===== src/xbp_pkg.sv =====
package xbp_pkg;
    // ****************************************
    // Timing constants
    // ****************************************
    localparam int CLK_HZ = 25000000;
    localparam int STD_PERIODS = 12;                  // Oscillator periods per machine cycle
    localparam int X2_PERIODS = 6;                    // Same in double-speed mode
    localparam int RESET_HOLD_CYCLES = 2;             // Machine cycles reset pin must stay high
    localparam logic [3:0] PHASE_RESET = 4'h0;
    localparam logic [7:0] LATCH_RESET = 8'hff;       // Port latches come up as ones
    localparam logic [4:0] P4_RESET = 5'h1f;
    // Phase positions of strobe events within a standard machine cycle
    localparam logic [3:0] ALE_PH0 = 4'h0;
    localparam logic [3:0] ALE_PH1 = 4'h6;
    localparam logic [3:0] FETCH_PH0 = 4'h2;
    localparam logic [3:0] FETCH_PH1 = 4'h8;
    localparam logic [3:0] FETCH_LEN = 4'h3;

    // Third-port bit positions
    localparam int P3_RXD = 0;
    localparam int P3_TXD = 1;
    localparam int P3_EXTERNAL_INTERRUPT_ZERO = 2;
    localparam int P3_EXTERNAL_INTERRUPT_ONE = 3;
    localparam int P3_T0 = 4;
    localparam int P3_T1 = 5;
    localparam int P3_WR = 6;
    localparam int P3_RD = 7;
    // Fourth-port bit positions
    localparam int P4_CTX = 0;
    localparam int P4_CRX = 1;
    localparam int P4_MISO = 2;
    localparam int P4_SCK = 3;
    localparam int P4_MOSI = 4;

    typedef enum logic [1:0]
    {
        XBP_IDLE = 2'b00,
        XBP_ADDR = 2'b01,
        XBP_DATA = 2'b11,
        XBP_DONE = 2'b10
    } xbp_bus_e;

    typedef enum logic [1:0]
    {
        XBP_OP_FETCH = 2'h0,
        XBP_OP_READ = 2'h1,
        XBP_OP_WRITE = 2'h2
    } xbp_op_e;
endpackage


===== src/xbp_timing_if.sv =====
interface xbp_timing_if;
    logic double_speed_mode;
    logic [3:0] phase;
    logic cycle_end;
    logic in_reset;

    modport gen
    (
        input double_speed_mode,
        output phase,
        output cycle_end,
        output in_reset
    );
    modport use_side
    (
        output double_speed_mode,
        input phase,
        input cycle_end,
        input in_reset
    );
endinterface


===== src/xbp_bus.sv =====
module xbp_bus
(
    input wire logic sys_clk_in,
    input wire logic reset_n_in,
    input wire logic reset_pin_in,
    input wire logic double_speed_mode_in,
    input wire logic external_fetch_select_in,
    input wire logic validation_mode_in,
    input wire logic ale_disable_in,
    // Core request for one machine cycle access
    input wire logic req_valid_in,
    input wire xbp_pkg::xbp_op_e req_op_in,
    input wire logic req_wide_in,
    input wire logic [15:0] req_addr_in,
    input wire logic [7:0] req_wdata_in,
    output logic req_ready_out,
    output logic rsp_valid_out,
    output logic [7:0] rsp_rdata_out,
    // Port latches written by the core
    input wire logic [7:0] upper_port_latch_in,
    input wire logic [7:0] p3_latch_in,
    input wire logic [4:0] p4_latch_in,
    // Alternate function outputs from peripherals
    input wire logic serial_tx_in,
    input wire logic serial_rx_out_in,
    input wire logic serial_rx_oe_in,
    input wire logic can_tx_in,
    input wire logic spi_miso_in,
    input wire logic spi_sck_in,
    input wire logic spi_mosi_in,
    // Alternate function inputs to peripherals
    output logic serial_rx_out,
    output logic external_interrupt_zero_out,
    output logic external_interrupt_one_out,
    output logic timer_zero_count_input_out,
    output logic timer_one_count_input_out,
    output logic can_receive_out,
    output logic [4:0] p4_pin_value_out,
    output logic [7:0] p3_pin_value_out,
    output logic [7:0] upper_pin_value_out,
    output logic device_reset_out,
    // Pins
    input wire logic [7:0] p0_pin_in,
    output logic [7:0] p0_out,
    output logic [7:0] p0_oe_out,
    input wire logic [7:0] p2_pin_in,
    output logic [7:0] p2_out,
    output logic [7:0] p2_oe_out,
    input wire logic [7:0] p3_pin_in,
    output logic [7:0] p3_out,
    output logic [7:0] p3_oe_out,
    input wire logic [4:0] p4_pin_in,
    output logic [4:0] p4_out,
    output logic [4:0] p4_oe_out,
    output logic address_latch_out,
    output logic program_fetch_strobe_n_out
);
    import xbp_pkg::*;

    typedef struct packed
    {
        xbp_bus_e st;
        xbp_op_e op;
        logic wide;
        logic [15:0] addr;
        logic [7:0] wdata;
        logic [7:0] rdata;
        logic rsp;
        logic ale;
        logic program_fetch_strobe_n;
        logic [7:0] p0;
        logic [7:0] p0_oe;
        logic [7:0] p2;
        logic [7:0] p2_oe;
        logic wr_n;
        logic rd_n;
        logic [7:0] p0_s1;
        logic [7:0] p0_s2;
        logic [7:0] p2_s1;
        logic [7:0] p2_s2;
        logic [7:0] p3_s1;
        logic [7:0] p3_s2;
        logic [4:0] p4_s1;
        logic [4:0] p4_s2;
        logic [1:0] ea_s;
    } xbp_bus_s;

    xbp_bus_s r;
    xbp_bus_s next_r;
    xbp_timing_if tim();

    // ****************************************
    // Helpers
    // ****************************************
    // Scale a standard-mode phase to the active mode
    function automatic logic at_phase(input logic [3:0] ph, input logic [3:0] pos, input logic x2);
        at_phase = x2 ? (ph == (pos >> 1)) : (ph == pos);
    endfunction

    function automatic logic in_window(input logic [3:0] ph, input logic [3:0] pos, input logic x2);
        logic [3:0] start;
        logic [3:0] len;
        start = x2 ? (pos >> 1) : pos;
        len = x2 ? 4'h2 : FETCH_LEN;
        in_window = (ph >= start) && (ph < start + len);
    endfunction

    assign tim.double_speed_mode = double_speed_mode_in;

    xbp_timing u_timing
    (
        .sys_clk_in(sys_clk_in),
        .reset_n_in(reset_n_in),
        .reset_pin_in(reset_pin_in),
        .tim(tim.gen)
    );

    logic ext_fetch;
    logic data_cycle;
    logic ale_slot0;
    logic ale_slot1;
    logic fetch_slot;
    logic mid_cycle;

    // ****************************************
    // Bus sequencing
    // ****************************************
    always_comb
    begin
        next_r = r;
        // Pin synchronisers
        next_r.p0_s1 = p0_pin_in;
        next_r.p0_s2 = r.p0_s1;
        next_r.p2_s1 = p2_pin_in;
        next_r.p2_s2 = r.p2_s1;
        next_r.p3_s1 = p3_pin_in;
        next_r.p3_s2 = r.p3_s1;
        next_r.p4_s1 = p4_pin_in;
        next_r.p4_s2 = r.p4_s1;
        next_r.ea_s = {r.ea_s[0], external_fetch_select_in};
        next_r.rsp = 1'b0;

        ext_fetch = !r.ea_s[1];
        // Bus is released at the cycle end, so the closing state is not a data cycle
        data_cycle = ((r.st == XBP_ADDR) || (r.st == XBP_DATA)) && (r.op != XBP_OP_FETCH);
        ale_slot0 = at_phase(tim.phase, ALE_PH0, double_speed_mode_in);
        ale_slot1 = at_phase(tim.phase, ALE_PH1, double_speed_mode_in);
        mid_cycle = ale_slot1;
        fetch_slot = in_window(tim.phase, FETCH_PH0, double_speed_mode_in)
                     || in_window(tim.phase, FETCH_PH1, double_speed_mode_in);

        // Address strobe twice per machine cycle; data access keeps only its own
        next_r.ale = 1'b0;
        if (!(ale_disable_in && !ext_fetch))
        begin
            if (data_cycle)
                next_r.ale = ale_slot0 && (r.st == XBP_ADDR);
            else
                next_r.ale = ale_slot0 || ale_slot1;
        end

        // Fetch strobe only for external fetches, not during data cycles
        next_r.program_fetch_strobe_n = !(ext_fetch && !data_cycle && fetch_slot);

        // Data access state machine, one machine cycle per access
        case (r.st)
            XBP_IDLE:
            begin
                next_r.p0_oe = 8'h00;
                next_r.p2_oe = 8'h00;
                next_r.wr_n = 1'b1;
                next_r.rd_n = 1'b1;
                if (req_valid_in && tim.cycle_end)
                begin
                    next_r.st = XBP_ADDR;
                    next_r.op = req_op_in;
                    next_r.wide = req_wide_in || (req_op_in == XBP_OP_FETCH);
                    next_r.addr = req_addr_in;
                    next_r.wdata = req_wdata_in;
                end
            end
            XBP_ADDR:
            begin
                // Low address on first port while strobe latches it
                next_r.p0 = r.addr[7:0];
                next_r.p0_oe = 8'hff;
                next_r.p2 = r.wide ? r.addr[15:8] : upper_port_latch_in;
                next_r.p2_oe = r.wide ? 8'hff : ~upper_port_latch_in;
                if (at_phase(tim.phase, FETCH_PH0, double_speed_mode_in))
                    next_r.st = XBP_DATA;
            end
            XBP_DATA:
            begin
                if (r.op == XBP_OP_WRITE)
                begin
                    next_r.p0 = r.wdata;
                    next_r.p0_oe = 8'hff;
                    next_r.wr_n = 1'b0;
                end
                else
                begin
                    next_r.p0_oe = 8'h00;
                    next_r.rd_n = (r.op != XBP_OP_READ);
                end
                if (tim.cycle_end)
                begin
                    next_r.rdata = r.p0_s2;
                    next_r.st = XBP_DONE;
                end
                else if (mid_cycle && r.op == XBP_OP_FETCH)
                begin
                    next_r.rdata = r.p0_s2;
                end
            end
            XBP_DONE:
            begin
                next_r.wr_n = 1'b1;
                next_r.rd_n = 1'b1;
                next_r.rsp = 1'b1;
                next_r.st = XBP_IDLE;
            end
            default:
            begin
                next_r.st = XBP_IDLE;
            end
        endcase

        // Validation mode: second port input only
        if (validation_mode_in)
            next_r.p2_oe = 8'h00;
        if (tim.in_reset)
        begin
            next_r.st = XBP_IDLE;
            next_r.p0_oe = 8'h00;
            next_r.p2_oe = 8'h00;
            next_r.wr_n = 1'b1;
            next_r.rd_n = 1'b1;
        end
    end

    always_ff @(posedge sys_clk_in or negedge reset_n_in)
    begin
        if (!reset_n_in)
        begin
            r <= '0;
            r.program_fetch_strobe_n <= 1'b1;
            r.wr_n <= 1'b1;
            r.rd_n <= 1'b1;
            r.p2 <= LATCH_RESET;
            r.ea_s <= 2'h3;
        end
        else
        begin
            r <= next_r;
        end
    end

    // ****************************************
    // Port pins
    // ****************************************
    assign req_ready_out = (r.st == XBP_IDLE) && tim.cycle_end && !tim.in_reset;
    assign rsp_valid_out = r.rsp;
    assign rsp_rdata_out = r.rdata;
    assign address_latch_out = r.ale;
    assign program_fetch_strobe_n_out = r.program_fetch_strobe_n;
    assign device_reset_out = tim.in_reset;
    assign p0_out = r.p0;
    assign p0_oe_out = r.p0_oe;
    // Bus cycle owns the second port, otherwise quasi-bidirectional latch
    assign p2_out = (r.st != XBP_IDLE) ? r.p2 : upper_port_latch_in;
    assign p2_oe_out = (r.st != XBP_IDLE) ? r.p2_oe
                       : (validation_mode_in ? 8'h00 : ~upper_port_latch_in);
    assign upper_pin_value_out = r.p2_s2;

    // Third port: drive low only when latch or alternate output is zero
    always_comb
    begin
        p3_out = 8'h00;
        p3_oe_out = ~p3_latch_in;
        p3_oe_out[P3_TXD] = !(p3_latch_in[P3_TXD] && serial_tx_in);
        p3_oe_out[P3_RXD] = !p3_latch_in[P3_RXD] || (serial_rx_oe_in && !serial_rx_out_in);
        p3_oe_out[P3_WR] = !(p3_latch_in[P3_WR] && r.wr_n);
        p3_oe_out[P3_RD] = !(p3_latch_in[P3_RD] && r.rd_n);
    end
    assign p3_pin_value_out = r.p3_s2;
    // Alternate inputs gated by latch one
    assign serial_rx_out = r.p3_s2[P3_RXD] | ~p3_latch_in[P3_RXD];
    assign external_interrupt_zero_out = r.p3_s2[P3_EXTERNAL_INTERRUPT_ZERO] | ~p3_latch_in[P3_EXTERNAL_INTERRUPT_ZERO];
    assign external_interrupt_one_out = r.p3_s2[P3_EXTERNAL_INTERRUPT_ONE] | ~p3_latch_in[P3_EXTERNAL_INTERRUPT_ONE];
    assign timer_zero_count_input_out = r.p3_s2[P3_T0] & p3_latch_in[P3_T0];
    assign timer_one_count_input_out = r.p3_s2[P3_T1] & p3_latch_in[P3_T1];

    // Fourth port
    always_comb
    begin
        p4_out = 5'h00;
        p4_oe_out = ~p4_latch_in;
        p4_oe_out[P4_CTX] = !(p4_latch_in[P4_CTX] && can_tx_in);
        p4_oe_out[P4_MISO] = !(p4_latch_in[P4_MISO] && spi_miso_in);
        p4_oe_out[P4_SCK] = !(p4_latch_in[P4_SCK] && spi_sck_in);
        p4_oe_out[P4_MOSI] = !(p4_latch_in[P4_MOSI] && spi_mosi_in);
    end
    assign can_receive_out = r.p4_s2[P4_CRX] | ~p4_latch_in[P4_CRX];
    assign p4_pin_value_out = r.p4_s2;
endmodule


===== src/xbp_timing.sv =====
module xbp_timing
(
    input wire logic sys_clk_in,
    input wire logic reset_n_in,
    input wire logic reset_pin_in,
    xbp_timing_if.gen tim
);
    import xbp_pkg::*;

    typedef struct packed
    {
        logic [3:0] phase;
        logic [1:0] rst_cnt;
        logic in_reset;
        logic [1:0] rst_sync;
    } xbp_tim_s;

    xbp_tim_s r;
    xbp_tim_s next_r;
    logic last_phase;

    // ****************************************
    // Machine cycle counter and reset pin filter
    // ****************************************
    always_comb
    begin
        next_r = r;
        next_r.rst_sync = {r.rst_sync[0], reset_pin_in};
        // Cycle length: 12 or 6 oscillator periods
        last_phase = tim.double_speed_mode ? (r.phase >= 4'(X2_PERIODS - 1))
                                           : (r.phase >= 4'(STD_PERIODS - 1));
        next_r.phase = last_phase ? 4'h0 : r.phase + 4'h1;
        if (last_phase)
        begin
            // Pin high for two whole machine cycles enters reset
            if (!r.rst_sync[1])
            begin
                next_r.rst_cnt = 2'h0;
                next_r.in_reset = 1'b0;
            end
            // First cycle end may close a partial cycle, so count one more
            else if (r.rst_cnt >= 2'(RESET_HOLD_CYCLES))
                next_r.in_reset = 1'b1;
            else
                next_r.rst_cnt = r.rst_cnt + 2'h1;
        end
        else if (!r.rst_sync[1])
        begin
            next_r.rst_cnt = 2'h0;
        end
    end

    always_ff @(posedge sys_clk_in or negedge reset_n_in)
    begin
        if (!reset_n_in)
            r <= '0;
        else
            r <= next_r;
    end

    assign tim.phase = r.phase;
    assign tim.cycle_end = last_phase;
    assign tim.in_reset = r.in_reset;
endmodule


===== config.mk =====
export PLATFORM = sky130hd
export DESIGN_NAME = xbp_bus
export DESIGN_NICKNAME = d
export VERILOG_FILES = /design/src/xbp_pkg.sv /design/src/xbp_timing_if.sv /design/src/xbp_bus.sv /design/src/xbp_timing.sv
export SDC_FILE = /design/constraint.sdc
export NUM_CORES = 1
export LEC_CHECK = 0
export BUFFER_PORTS_ARGS = -buffer_cell sky130_fd_sc_hd__buf_2
export CAP_MARGIN = 20
export CORE_MARGIN = 5
export CORE_UTILIZATION = 50
export CTS_CLUSTER_DIAMETER = 30
export DETAILED_ROUTE_END_ITERATION = 16
export PLACE_DENSITY = 0.76
export SLEW_MARGIN = 5
export SYNTH_ARGS = -nofsm -noshare
export SYNTH_HDL_FRONTEND = slang
export SYNTH_HIERARCHICAL = 1
export SYNTH_SLANG_ARGS = --single-unit

===== constraint.sdc =====
create_clock -name sys_clk_in -period 2.7 [get_ports sys_clk_in]
set_clock_uncertainty 0.05 [all_clocks]
set_input_delay 0.405 -clock sys_clk_in [delete_from_list [all_inputs] [get_ports sys_clk_in]]
set_output_delay 0.405 -clock sys_clk_in [all_outputs]
set_load 0.01 [all_outputs]

=== Yosys cells after proc, flatten, opt, wreduce, memory -nomap -nowiden ===
Index checks and enable logic that the tools add are counted.

* Flip-flop bits (word level): 143
* Input port bits: 92
* Output and inout port bits: 98
* Word-level logic and storage cells: 165

* Add/sub/neg operators: 4
* $lt $le $gt $ge: 7
* Equal/unequal tests: 18
* Mux-type cells: 38
* Bitwise operators: 13
* Reductions and logical operators: 57

{| class="wikitable"
|+ Operators with widths
! cell !! count
|-
| $mux W8 || 11
|-
| $pmux W8 S2 || 2
|-
| $mux W29 || 1
|-
| $pmux W8 S3 || 1
|-
| $logic_and A1 B1 Y1 || 19
|-
| $mux W2 || 7
|-
| $reduce_and A2 Y1 || 7
|-
| $logic_not A1 Y1 || 13
|-
| $mux W1 || 10
|-
| $mux W10 || 1
|-
| $ne A3 B2 Y1 const B || 3
|-
| $eq A4 B2 Y1 const B || 2
|-
| $lt A4 B4 Y1 || 2
|-
| $mux W4 || 2
|-
| $not A8 Y8 || 1
|-
| $pmux W2 S4 || 1
|-
| $reduce_bool A2 Y1 || 4
|-
| $reduce_bool A4 Y1 || 2
|-
| $eq A2 B2 Y1 const B || 3
|-
| $logic_not A2 Y1 || 3
|-
| $ne A2 B2 Y1 const B || 3
|-
| $ne A3 B1 Y1 const B || 2
|-
| $not A6 Y6 || 1
|-
| $logic_or A1 B1 Y1 || 5
|-
| other kinds (23) || 31
|}

=== Depth between registers and ports, before layout ===
Gate-level depths: netlist (run 1).

* Word-level depth: 7
* Gate-level depth with buffers: 10
* Gate-level depth less buffers: 9

=== Modules after synthesis ===
Netlist (run 1), hierarchy kept.

{| class="wikitable"
|+ By module, submodules not included
! module !! times used !! cells an instance !! area an instance (µm²) !! seq. area each (µm²)
|-
| xbp_bus || 1 || 413 || 5226.3 || 3194.3
|-
| xbp_timing || 1 || 39 || 450.4 || 225.2
|}

=== Worst setup path before layout (run 1) ===
No wires, ideal clock.

* Path kind: register -> register
* From: register u_timing.r, in the netlist u_timing/tim.phase[0]
* To: register r[118] (netlist name)
* Library setup time: 0.127 ns
* Data arrival time: 1.949 ns
* Data required time: 2.523 ns
* Setup slack: 0.574 ns
* Cell stages (with the launch flop): 9
* Buffers on the path: 1
* Period minus slack after synthesis: 2.126 ns
* Cell sequence: dfrtp_1 -> ha_1 -> or2b_2 -> a31oi_4 -> inv_1 -> nand2_1 -> nor2_8 -> buf_6 -> mux2_1

* Cells in the longest elaborated chain, start to end: 4
* Elaborated cells on any way between the ends: 5
* Those cells by class: order compare (2); mux (1); reduce/logical (2)

{| class="wikitable"
|+ RTL lines
! item !! RTL line !! source
|-
| from (decl) || xbp_timing.sv:18 || <nowiki>xbp_tim_s r;</nowiki>
|-
| from (signal assigned) || xbp_timing.sv:58 || <nowiki>r <= next_r;</nowiki>
|-
| $ge A4 B4 Y1 / $ge A4 B3 Y1 (equally long branches) || xbp_timing.sv:31, xbp_timing.sv:30 ||
|-
| $mux W1 * || xbp_timing.sv:30 || <nowiki>last_phase = tim.double_speed_mode ? (r.phase >= 4'(X2_PERIODS - 1))</nowiki>
|-
| via tim.cycle_end || xbp_timing_if.sv:4 || <nowiki>logic cycle_end;</nowiki>
|-
| $logic_and A1 B1 Y1 * || xbp_bus.sv:173 || <nowiki>if (req_valid_in && tim.cycle_end)</nowiki>
|-
| $reduce_and A2 Y1 (no line) * || -- ||
|-
| to (signal assigned) || xbp_bus.sv:254 || <nowiki>r <= next_r;</nowiki>
|-
| to (decl) || xbp_bus.sv:88 || <nowiki>xbp_bus_s r;</nowiki>
|}

The timed path passes the listed nets; every way through them passes the cells marked *.
A chain may end at the register's enable or synchronous reset.

=== Worst setup path in the final report (run 1) ===
* From: register u_timing.r, in the netlist u_timing/tim.phase[0]
* To: output req_ready_out

* Cells in the longest elaborated chain, start to end: 4
* Elaborated cells on any way between the ends: 5
* Those cells by class: order compare (2); mux (1); reduce/logical (2)

{| class="wikitable"
|+ RTL lines
! item !! RTL line !! source
|-
| $ge A4 B4 Y1 / $ge A4 B3 Y1 (equally long branches) || xbp_timing.sv:31, xbp_timing.sv:30 ||
|-
| $mux W1 * || xbp_timing.sv:30 ||
|-
| via tim.cycle_end || xbp_timing_if.sv:4 ||
|-
| $logic_and A1 B1 Y1 * (2 in series) || xbp_bus.sv:261 || <nowiki>assign req_ready_out = (r.st == XBP_IDLE) && tim.cycle_end && !tim.in_reset;</nowiki>
|-
| to (decl) || xbp_bus.sv:16 || <nowiki>output logic req_ready_out,</nowiki>
|}

Marks and branches as above.

==> results of run 1 <==
what timing repair did:
item                                    CTS  global route
endpoints found under the setup margin    1             2
pin swaps                                 0             1
buffers inserted                          0             1
hold buffers                              1             0
gates resized for setup                   2             1
endpoints found under the hold margin    57             0
Yosys cell counts, types with 2 or more instances:
cell type / count
mux2_4: 8
nor4_1: 3
nor2b_1: 3
mux2i_1: 16
buf_6: 4
nor2_1: 19
or2_1: 2
a21oi_1: 22
buf_2: 3
dfstp_2: 13
nand2b_1: 5
o21a_1: 2
buf_4: 63
and2_1: 2
mux2_1: 18
nor3_1: 2
inv_1: 14
dfrtp_1: 123
mux2_2: 16
o31ai_1: 8
nand2_1: 41
o21ai_0: 24
clkbuf_1: 7
nor3b_1: 2
ha_1: 12
final cells by class:
cell class                      count  area [µm²]
Inverter                           15       56.30
Fill cell                         908        4373
Multi-Input combinational cell    236        1687
Sequential cell                   136        3421
Tap cell                          143       178.9
Clock buffer                       17       425.4
Clock inverter                     15       168.9
Timing Repair Buffer              184       962.2
cells by family after synthesis:
logic type	Yosys count	share of synthesized area
xor+xnor	2	0.003086
buf+inv	92	0.1084
simple gates	87	0.07494
fa+ha+maj	12	0.02645
compound gates	64	0.06723
mux	58	0.1168
flops	136	0.6024
other cells	1	0.0006606
routing by layer:
metal  GRT usage  part of all wire  vias up
li1            -                 -     1714
met1      0.2116              0.40     1750
met2      0.2841              0.48      168
met3     0.05751              0.11       14
met4     0.06346             0.012        0
met5           0                 0        -
flip-flops by register name, summed over array words and instances (netlist names), 3 cells and up:
| register | cells |
|---|---|
| u_timing/tim.phase | 4 |
| p4_pin_value_out | 5 |
| p0_out | 8 |
| upper_pin_value_out | 8 |
| u_timing/r | 3 |
| r | 56 |
| next_r | 30 |
| p3_pin_value_out | 8 |
| rsp_rdata_out | 8 |
worst paths after layout:
check	slack, ns	to	cells past startpoint	startpoint
worst max-delay path	0.16	req_ready_out	6	u_timing/tim.phase[0]
worst min-delay path	0.04	next_r[1]	1	external_fetch_select_in
worst max register to register	0.40	r[111]	8	u_timing/tim.phase[0]
worst min register to register	0.29	upper_pin_value_out[4]	0	next_r[32]
max in group asynchronous	1.30	upper_pin_value_out[0]	3	reset_n_in
min in group asynchronous	0.52	r[65]	2	reset_n_in
per-stage QoR:
| stage | hold slack, ns | instances | utilization | cell area [µm²] | setup WS (ns) |
|---|---|---|---|---|---|
| final | 0.04313 | 746 | 0.6121 | 6899 | 0.1635 |
| after detailed placement | 0.2847 | 712 | 0.5577 | 6286 | 0.1974 |
| after global placement | 0.2813 | 712 | 0.5577 | 6286 | 0.3193 |
| after floorplan | 0.05941 | 464 | - | 5722 | 0.5738 |
| after global routing | 0.02152 | 746 | 0.6121 | 6899 | 0.03742 |
| after CTS | 0.02566 | 745 | 0.6114 | 6892 | 0.02604 |
layout by cell type, fill, tap and decap left out, types with 16 or more instances in the layout:
| cell type | instances |
|---|---|
| buf_2 | 175 |
| dfrtp_1 | 122 |
| nand2_1 | 41 |
| o21ai_0 | 24 |
| a21oi_1 | 22 |
| nor2_1 | 19 |
| mux2_1 | 18 |
| clkbuf_16 | 17 |
| mux2_2 | 16 |
| mux2i_1 | 16 |
report_power, final:
group / internal [mW] / total (mW) / switching (mW)
registers: 2.63 / 3.02 / 0.385
logic: 1.07 / 2.34 / 1.27
clock network: 1.38 / 2.29 / 0.906
total: 5.08 / 7.64 / 2.56
==> flow_metrics.py, run 1 <==
metrics = {
    "global_route": {
        "antenna_found_initial": 0,
        "grt_pass1_vias": 3657,
        "overflow": 0,
        "grt_start_max_net_pins": 72,
        "grt_pass1_wl_um": 17880,
        "globalRouteTotalUtil": 0.1721,
    },
    "timing": {
        "rsz0062_at_grt": "no",
        "finalSetupViolations": 0,
        "fin_setup_tns_ns": 0,
        "hold_viol": 0,
        "drv_slew": 0,
        "worst_pin_slew_ns": 0.8237,
        "slew_headroom": 0.4509,
        "max_freq_ghz": 0.3942,
        "fin_crit_sh": 0.9394,
        "min_period_ns": 2.537,
    },
    "synth": {
        "yosysWarnings": 6,
        "synth_area_um2": 5677,
        "synth_seq_cells": 136,
        "seq_area_frac_synth": 0.6024,
        "synth_top_area_frac": 0.5422,
        "ys_async_sr_fraction": 1.000,
        "synth_area_leaders": "dfrtp_1 54%, buf_4 8.3%, dfstp_2 6.0%",
        "avgSynthCellArea_um2": 12.56,
        "synth_largest_area_cell": "dfrtp_1",
        "synth_cells": 452,
        "synth_top_flop_cell": "dfrtp_1",
        "synth_edf_count": 0,
        "synthDistinctLibCells": 45,
    },
    "place": {
        "dp_hpwl_um": 8333,
        "portBuffers": 176,
        "gp_congestion": 0.8076,
    },
    "floorplanning": {
        "io_pins": 190,
        "core_region_area_um2": 11270,
        "start_util": 0.5036,
        "die_y_um": 116.6,
        "die_area_um2": 13580,
        "dieWidth_um": 116.6,
        "fp-row-count": 39,
    },
    "cts": {
        "clkTransAtPathRegs_ns": 0.06,
        "clk_latency_ns": 0.41,
        "cts_buffer_depth": 2,
        "cts_tree": "yes",
        "htree_levels": 4,
        "cts_num_sinks": 136,
        "numCtsBuffers": 17,
        "cts_root_buffer": "clkbuf_16",
    },
    "detailed_routing": {
        "drt_iter0_drc": 188,
        "ant_nets": 0,
        "wirelength_um": 11560,
        "wl_per_cell_um": 15.50,
        "drtPass1Iterations": 4,
        "vias": 3646,
        "viasPerCell": 4.887,
        "route.detailed.drc": 0,
    },
    "job": {
        "cap_violations": 0,
    },
    "setup_path": {
        "cp-start-kind": "register",
        "end_kind": "output pin",
        "cp.arrival_ns": 2.08,
        "crit_path_top_delay_cell": "dfrtp_1",
        "path_max_fanout": 9,
        "crit_buf_inv": 2,
        "critPathRequiredTime_ns": 2.25,
        "path_class": "reg2out",
        "path_delay_family": "compound AO/OA/AOI/OAI gates",
        "crit_path_max_incr_delay_ns": 0.48,
        "path_cells": "ha_1 -> o31a_1 -> a31oi_4 -> inv_2 -> nor3b_1 -> buf_2",
    },
    "layout": {
        "drive_above_1_share": 0.4345,
        "area_growth_pct": 21.53,
        "nets": 694,
        "diodes": 0,
    },
    "run_status": {
        "status": "completed",
    },
    "power": {
        "p_leak_nw": 3.504,
        "max-vdd-ir-drop_uv": 793.1,
        "p_per_area_nw_per_um2": 1107,
        "finalPower_mw": 7.639,
    },
    "min_path": {
        "hold_class": "in2reg",
    },
}
No activity file was read; power rests on OpenSTA's default activity.
==> inputs of run 2 (changes only) <==
--- a/config.mk
+++ b/config.mk
@@ -6,11 +6,11 @@
 export NUM_CORES = 1
 export LEC_CHECK = 0
 export BUFFER_PORTS_ARGS = -buffer_cell sky130_fd_sc_hd__buf_2
-export CAP_MARGIN = 20
 export CORE_MARGIN = 5
 export CORE_UTILIZATION = 50
 export CTS_CLUSTER_DIAMETER = 30
 export DETAILED_ROUTE_END_ITERATION = 16
+export GPL_TIMING_DRIVEN = 0
 export PLACE_DENSITY = 0.76
 export SLEW_MARGIN = 5
 export SYNTH_ARGS = -nofsm -noshare
==> flow_metrics.py, run 2 (synthesis gave the netlist of run 1 again) <==
metrics = {
    "run_status": {
        "status": "completed",
    },
    "setup_path": {
        "regToRegSetupSlack_ns": 0.37,
        "r2r_cells": 7,
        "critPathRequiredTime_ns": 2.25,
        "path_class": "reg2out",
        "path_max_fanout": 8,
        "r2r-start": "u_timing/tim.phase[2]",
        "timing.rr.end": "rsp_rdata_out[7]",
        "cp-start-kind": "register",
        "end_kind": "output pin",
        "cp.arrival_ns": 2.11,
    },
    "layout": {
        "layout_commonest_cell": "buf_2",
        "largest_register_ffs": 56,
        "drive_above_1_share": 0.4755,
        "nets": 764,
        "diodes": 0,
        "final_cell_mix": "177 x buf_2, 123 x dfrtp_1, 63 x buf_4",
        "area_growth_pct": 30.88,
        "top_register": "r",
        "fin_cells": 816,
        "utilization": 0.6591,
    },
    "detailed_routing": {
        "route.detailed.drc": 0,
        "wirelength_um": 12210,
        "drt_iter0_drc": 140,
        "drtPass1Iterations": 5,
        "wl_per_cell_um": 14.97,
        "ant_nets": 0,
        "viasPerCell": 4.804,
        "vias": 3920,
    },
    "cts": {
        "cts_tree": "yes",
        "clk_latency_ns": 0.41,
        "cts_root_buffer": "clkbuf_16",
        "htree_levels": 4,
        "cts_setup_buffers": 0,
        "cts_buffer_depth": 2,
        "cts_num_sinks": 136,
        "numCtsBuffers": 17,
        "clkTransAtPathRegs_ns": 0.05,
    },
    "place": {
        "pre_cts_ws_ns": 0.2292,
        "gp_congestion": 0.7903,
        "post-place-cells": 783,
        "dp_hpwl_um": 9093,
        "portBuffers": 175,
    },
    "timing": {
        "worst_pin_slew_ns": 0.5310,
        "min_period_ns": 2.565,
        "max_freq_ghz": 0.3898,
        "fin_crit_sh": 0.9501,
        "finalSetupViolations": 0,
        "hold_viol": 0,
        "slew_headroom": 0.6436,
        "drv_slew": 0,
        "layout_setup_ws_ns": 0.1348,
        "rsz0062_at_grt": "no",
    },
    "power": {
        "max-vdd-ir-drop_uv": 767.4,
        "p_per_area_nw_per_um2": 1083,
        "p_leak_nw": 3.855,
    },
    "global_route": {
        "grt_pass1_wl_um": 18660,
        "globalRouteTotalUtil": 0.1812,
        "overflow": 0,
        "antenna_found_initial": 0,
        "grt_start_max_net_pins": 86,
        "grt_pass1_vias": 3910,
    },
    "floorplanning": {
        "core_region_area_um2": 11270,
        "fp-row-count": 39,
        "io_pins": 190,
        "start_util": 0.5036,
        "dieWidth_um": 116.6,
        "die_area_um2": 13580,
        "die_y_um": 116.6,
    },
    "min_path": {
        "holdPathStages": 1,
        "holdCritStartpoint": "external_fetch_select_in",
        "hold_end": "next_r[1]",
        "hold_class": "in2reg",
    },
    "job": {
        "cap_violations": 0,
    },
}
[run 2: cell types whose count changed in the layout (fill, tap and decap cells not counted), moves of 2 or more]
cell,before,now
clkinvlp_4,3,1
inv_6,4,0
clkbuf_8,0,4
clkinv_4,4,0
buf_2,175,177
clkinv_2,1,4
buf_4,6,63
clkbuf_1,0,10
buf_6,1,5
[run 2: area by class of cell]
type	count	area [µm²]
flip-flops and latches	136	3420
inverters	15	56.30
clock inverters	8	117.6
clock buffers	24	491.7
plain buffers	77	559.3
fillers	864	3842
well taps	143	178.9
multi-input cells	236	1687
repair buffers	177	919.6
[run 2: through the flow]
step	instance area [µm²]	hold WS (ns)	power (mW)	setup TNS [ns]
floorplan	5722	0.05941	4.829	0
global placement	6777	0.2818	5.574	-65.69
detailed placement	6810	0.2855	5.738	0
CTS	7430	0.02577	8.127	0
global route	7430	0.02288	8.535	0
finish	7430	0.04270	8.045	0
[run 2: metal layers]
| metal | global-route usage | vias up | part of all wire |
|---|---|---|---|
| li1 | - | 1861 | - |
| met1 | 0.2135 | 1865 | 0.40 |
| met2 | 0.3089 | 172 | 0.48 |
| met3 | 0.05855 | 22 | 0.10 |
| met4 | 0.07110 | 0 | 0.018 |
| met5 | 0 | - | 0 |
[run 2: worst max path at each step]
stage / end / cells after the start / slack [ns] / start
final: req_ready_out / 6 / 0.13 / u_timing/tim.phase[0]
after global routing: req_ready_out / 6 / 0.02 / u_timing/tim.phase[0]
after CTS: req_ready_out / 6 / 0.04 / u_timing/tim.phase[0]
after detailed placement: rsp_rdata_out[0] / 8 / 0.23 / double_speed_mode_in
after global placement: upper_pin_value_out[2] / 1 / -0.54 / reset_n_in
after floorplan: r[118] / 8 / 0.57 / u_timing/tim.phase[0]
[run 2: what timing repair did]
item,in CTS,in global routing
resized for setup,0,1
endpoints found under the setup margin,0,1
hold buffers,1,0
endpoints found under the hold margin,49,0
[run 2: power by group]
group / internal, mW / switching [mW] / leakage [nW] / total, mW
clock network: 1.54 / 0.800 / 0.300 / 2.34
registers: 2.63 / 0.313 / 1.63 / 2.95
logic: 1.34 / 1.42 / 1.93 / 2.75
[run 2: critical path, stage by stage (launching register included)]
cell,delay (ns)
dfrtp_1,0.44
ha_1,0.22
or2b_2,0.31
a31oi_4,0.28
inv_2,0.13
nor3b_1,0.16
buf_2,0.17
==> inputs of run 3 (changes only) <==
--- a/config.mk
+++ b/config.mk
@@ -11,7 +11,7 @@
 export CTS_CLUSTER_DIAMETER = 30
 export DETAILED_ROUTE_END_ITERATION = 16
 export GPL_TIMING_DRIVEN = 0
-export PLACE_DENSITY = 0.76
+export PLACE_DENSITY = 0.77
 export SLEW_MARGIN = 5
 export SYNTH_ARGS = -nofsm -noshare
 export SYNTH_HDL_FRONTEND = slang
==> flow_metrics.py, run 3 (synthesis gave the netlist of run 1 again) <==
metrics = {
    "cts": {
        "cts_tree": "yes",
        "cts_setup_buffers": 0,
        "clkTransAtPathRegs_ns": 0.05,
        "htree_levels": 4,
        "cts_buffer_depth": 2,
        "cts_num_sinks": 136,
        "cts_root_buffer": "clkbuf_16",
        "clk_latency_ns": 0.41,
        "numCtsBuffers": 17,
    },
    "layout": {
        "top_register": "r",
        "final_cell_area_um2": 7418,
        "diodes": 0,
        "area_growth_pct": 30.68,
        "fin_cells": 815,
        "layout_commonest_cell": "buf_2",
        "drive_above_1_share": 0.4747,
        "largest_register_ffs": 56,
        "nets": 764,
        "final_cell_mix": "177 x buf_2, 123 x dfrtp_1, 63 x buf_4",
    },
    "global_route": {
        "overflow": 0,
        "globalRouteTotalUtil": 0.1862,
        "antenna_found_initial": 0,
        "grt_pass1_wl_um": 19120,
        "grt_start_max_net_pins": 71,
        "grt_pass1_vias": 4004,
    },
    "min_path": {
        "holdCritStartpoint": "external_fetch_select_in",
        "holdPathStages": 1,
        "hold_end": "next_r[1]",
        "hold_class": "in2reg",
    },
    "timing": {
        "finalSetupViolations": 0,
        "whs_ns": 0.04500,
        "hold_viol": 0,
        "rsz0062_at_grt": "no",
        "slew_headroom": 0.5992,
        "fin_setup_tns_ns": 0,
        "fin_crit_sh": 0.9528,
        "worst_pin_slew_ns": 0.6013,
        "min_period_ns": 2.572,
        "max_freq_ghz": 0.3887,
        "drv_slew": 0,
    },
    "power": {
        "max-vdd-ir-drop_uv": 583.7,
        "swShare": 0.3152,
        "combPwrFrac": 0.344,
        "p_leak_nw": 3.844,
        "p_per_area_nw_per_um2": 1080,
        "power.internal_mw": 5.486,
        "p_clk_frac": 0.288,
        "seqPwrFrac": 0.368,
        "finalPower_mw": 8.012,
        "power_switching_mw": 2.526,
    },
    "place": {
        "place_area_um2": 6810,
        "dp_hpwl_um": 9347,
        "portBuffers": 175,
        "post-place-cells": 783,
        "gp_congestion": 0.7872,
    },
    "run_status": {
        "status": "completed",
    },
    "setup_path": {
        "path_delay_family": "simple AND/OR/NAND/NOR gates",
        "critPathRequiredTime_ns": 2.25,
        "cp-start-kind": "register",
        "crit_buf_inv": 3,
        "timing.rr.end": "rsp_rdata_out[3]",
        "crit_path_max_incr_delay_ns": 0.44,
        "path_max_fanout": 8,
        "cp.arrival_ns": 2.12,
        "r2r_cells": 7,
        "path_cells": "inv_1 -> ha_1 -> or2b_2 -> a31oi_4 -> inv_2 -> nor3b_1 -> buf_2",
        "path_class": "reg2out",
        "end_kind": "output pin",
        "regToRegSetupSlack_ns": 0.32,
        "r2r-start": "u_timing/tim.phase[2]",
        "crit_path_top_delay_cell": "dfrtp_1",
    },
    "floorplanning": {
        "die_area_um2": 13580,
        "start_util": 0.5036,
        "io_pins": 190,
        "dieWidth_um": 116.6,
        "die_y_um": 116.6,
        "core_region_area_um2": 11270,
        "fp-row-count": 39,
    },
    "detailed_routing": {
        "drt_iter0_drc": 180,
        "ant_nets": 0,
        "vias": 3935,
        "route.detailed.drc": 0,
        "wl_per_cell_um": 15.27,
        "drtPass1Iterations": 4,
        "wirelength_um": 12450,
        "viasPerCell": 4.828,
    },
    "job": {
        "cap_violations": 0,
    },
}
run 3: changes by cell type in the layout (fill, tap and decap cells not counted):
cell        previous run  this run
clkbuf_8               4         3
clkinv_2               4         3
clkinvlp_4             1         2
run 3: worst max-delay path by stage:
stage,from,end,cells past startpoint
finish,u_timing/tim.phase[0],req_ready_out,7
global route,u_timing/tim.phase[0],req_ready_out,7
CTS,u_timing/tim.phase[0],req_ready_out,7
detailed placement,double_speed_mode_in,rsp_rdata_out[1],8
global placement,reset_n_in,p3_pin_value_out[7],1
floorplan,u_timing/tim.phase[0],r[118],8
run 3: stage by stage:
| step | util | setup slack, ns |
|---|---|---|
| 6_report | 0.6581 | 0.1275 |
| 5_1_grt | 0.6581 | 0.02640 |
| 4_1_cts | 0.6581 | 0.02141 |
| 3_5_place_dp | 0.6042 | 0.2169 |
| 3_3_place_gp | 0.6012 | -0.5411 |
| 2_1_floorplan | - | 0.5738 |
run 3: what timing repair did:
item	4_1_cts	5_1_grt
hold buffers	1	0
resized for setup	0	1
hold endpoints to repair	60	0
setup endpoints to repair	0	1
run 3: layer usage:
layer,track usage,vias up,routed length [µm]
met5,0,-,0
met4,0.07110,0,184
met3,0.06425,18,1178
met2,0.3238,183,6204
met1,0.2121,1886,4881
li1,-,1848,-
run 3: area by class of cell:
| cell class | count | area [µm²] |
|---|---|---|
| Buffer | 77 | 559.3 |
| Sequential cell | 136 | 3420 |
| Tap cell | 143 | 178.9 |
| Clock inverter | 8 | 120.1 |
| Inverter | 15 | 56.30 |
| Fill cell | 849 | 3854 |
| Multi-Input combinational cell | 236 | 1687 |
| Timing Repair Buffer | 177 | 919.6 |
| Clock buffer | 23 | 478.0 |
run 3: power groups by stage:
| stage | logic (mW) | clock network, mW | registers, mW |
|---|---|---|---|
| 5_1_grt | 3.05 | 2.45 | 3.02 |
| 6_report | 2.76 | 2.31 | 2.95 |
| 3_3_place_gp | 2.62 | 0 | 2.95 |
| 2_1_floorplan | 1.94 | 0 | 2.89 |
| 3_5_place_dp | 2.76 | 0 | 2.98 |
| 4_1_cts | 2.79 | 2.36 | 2.95 |
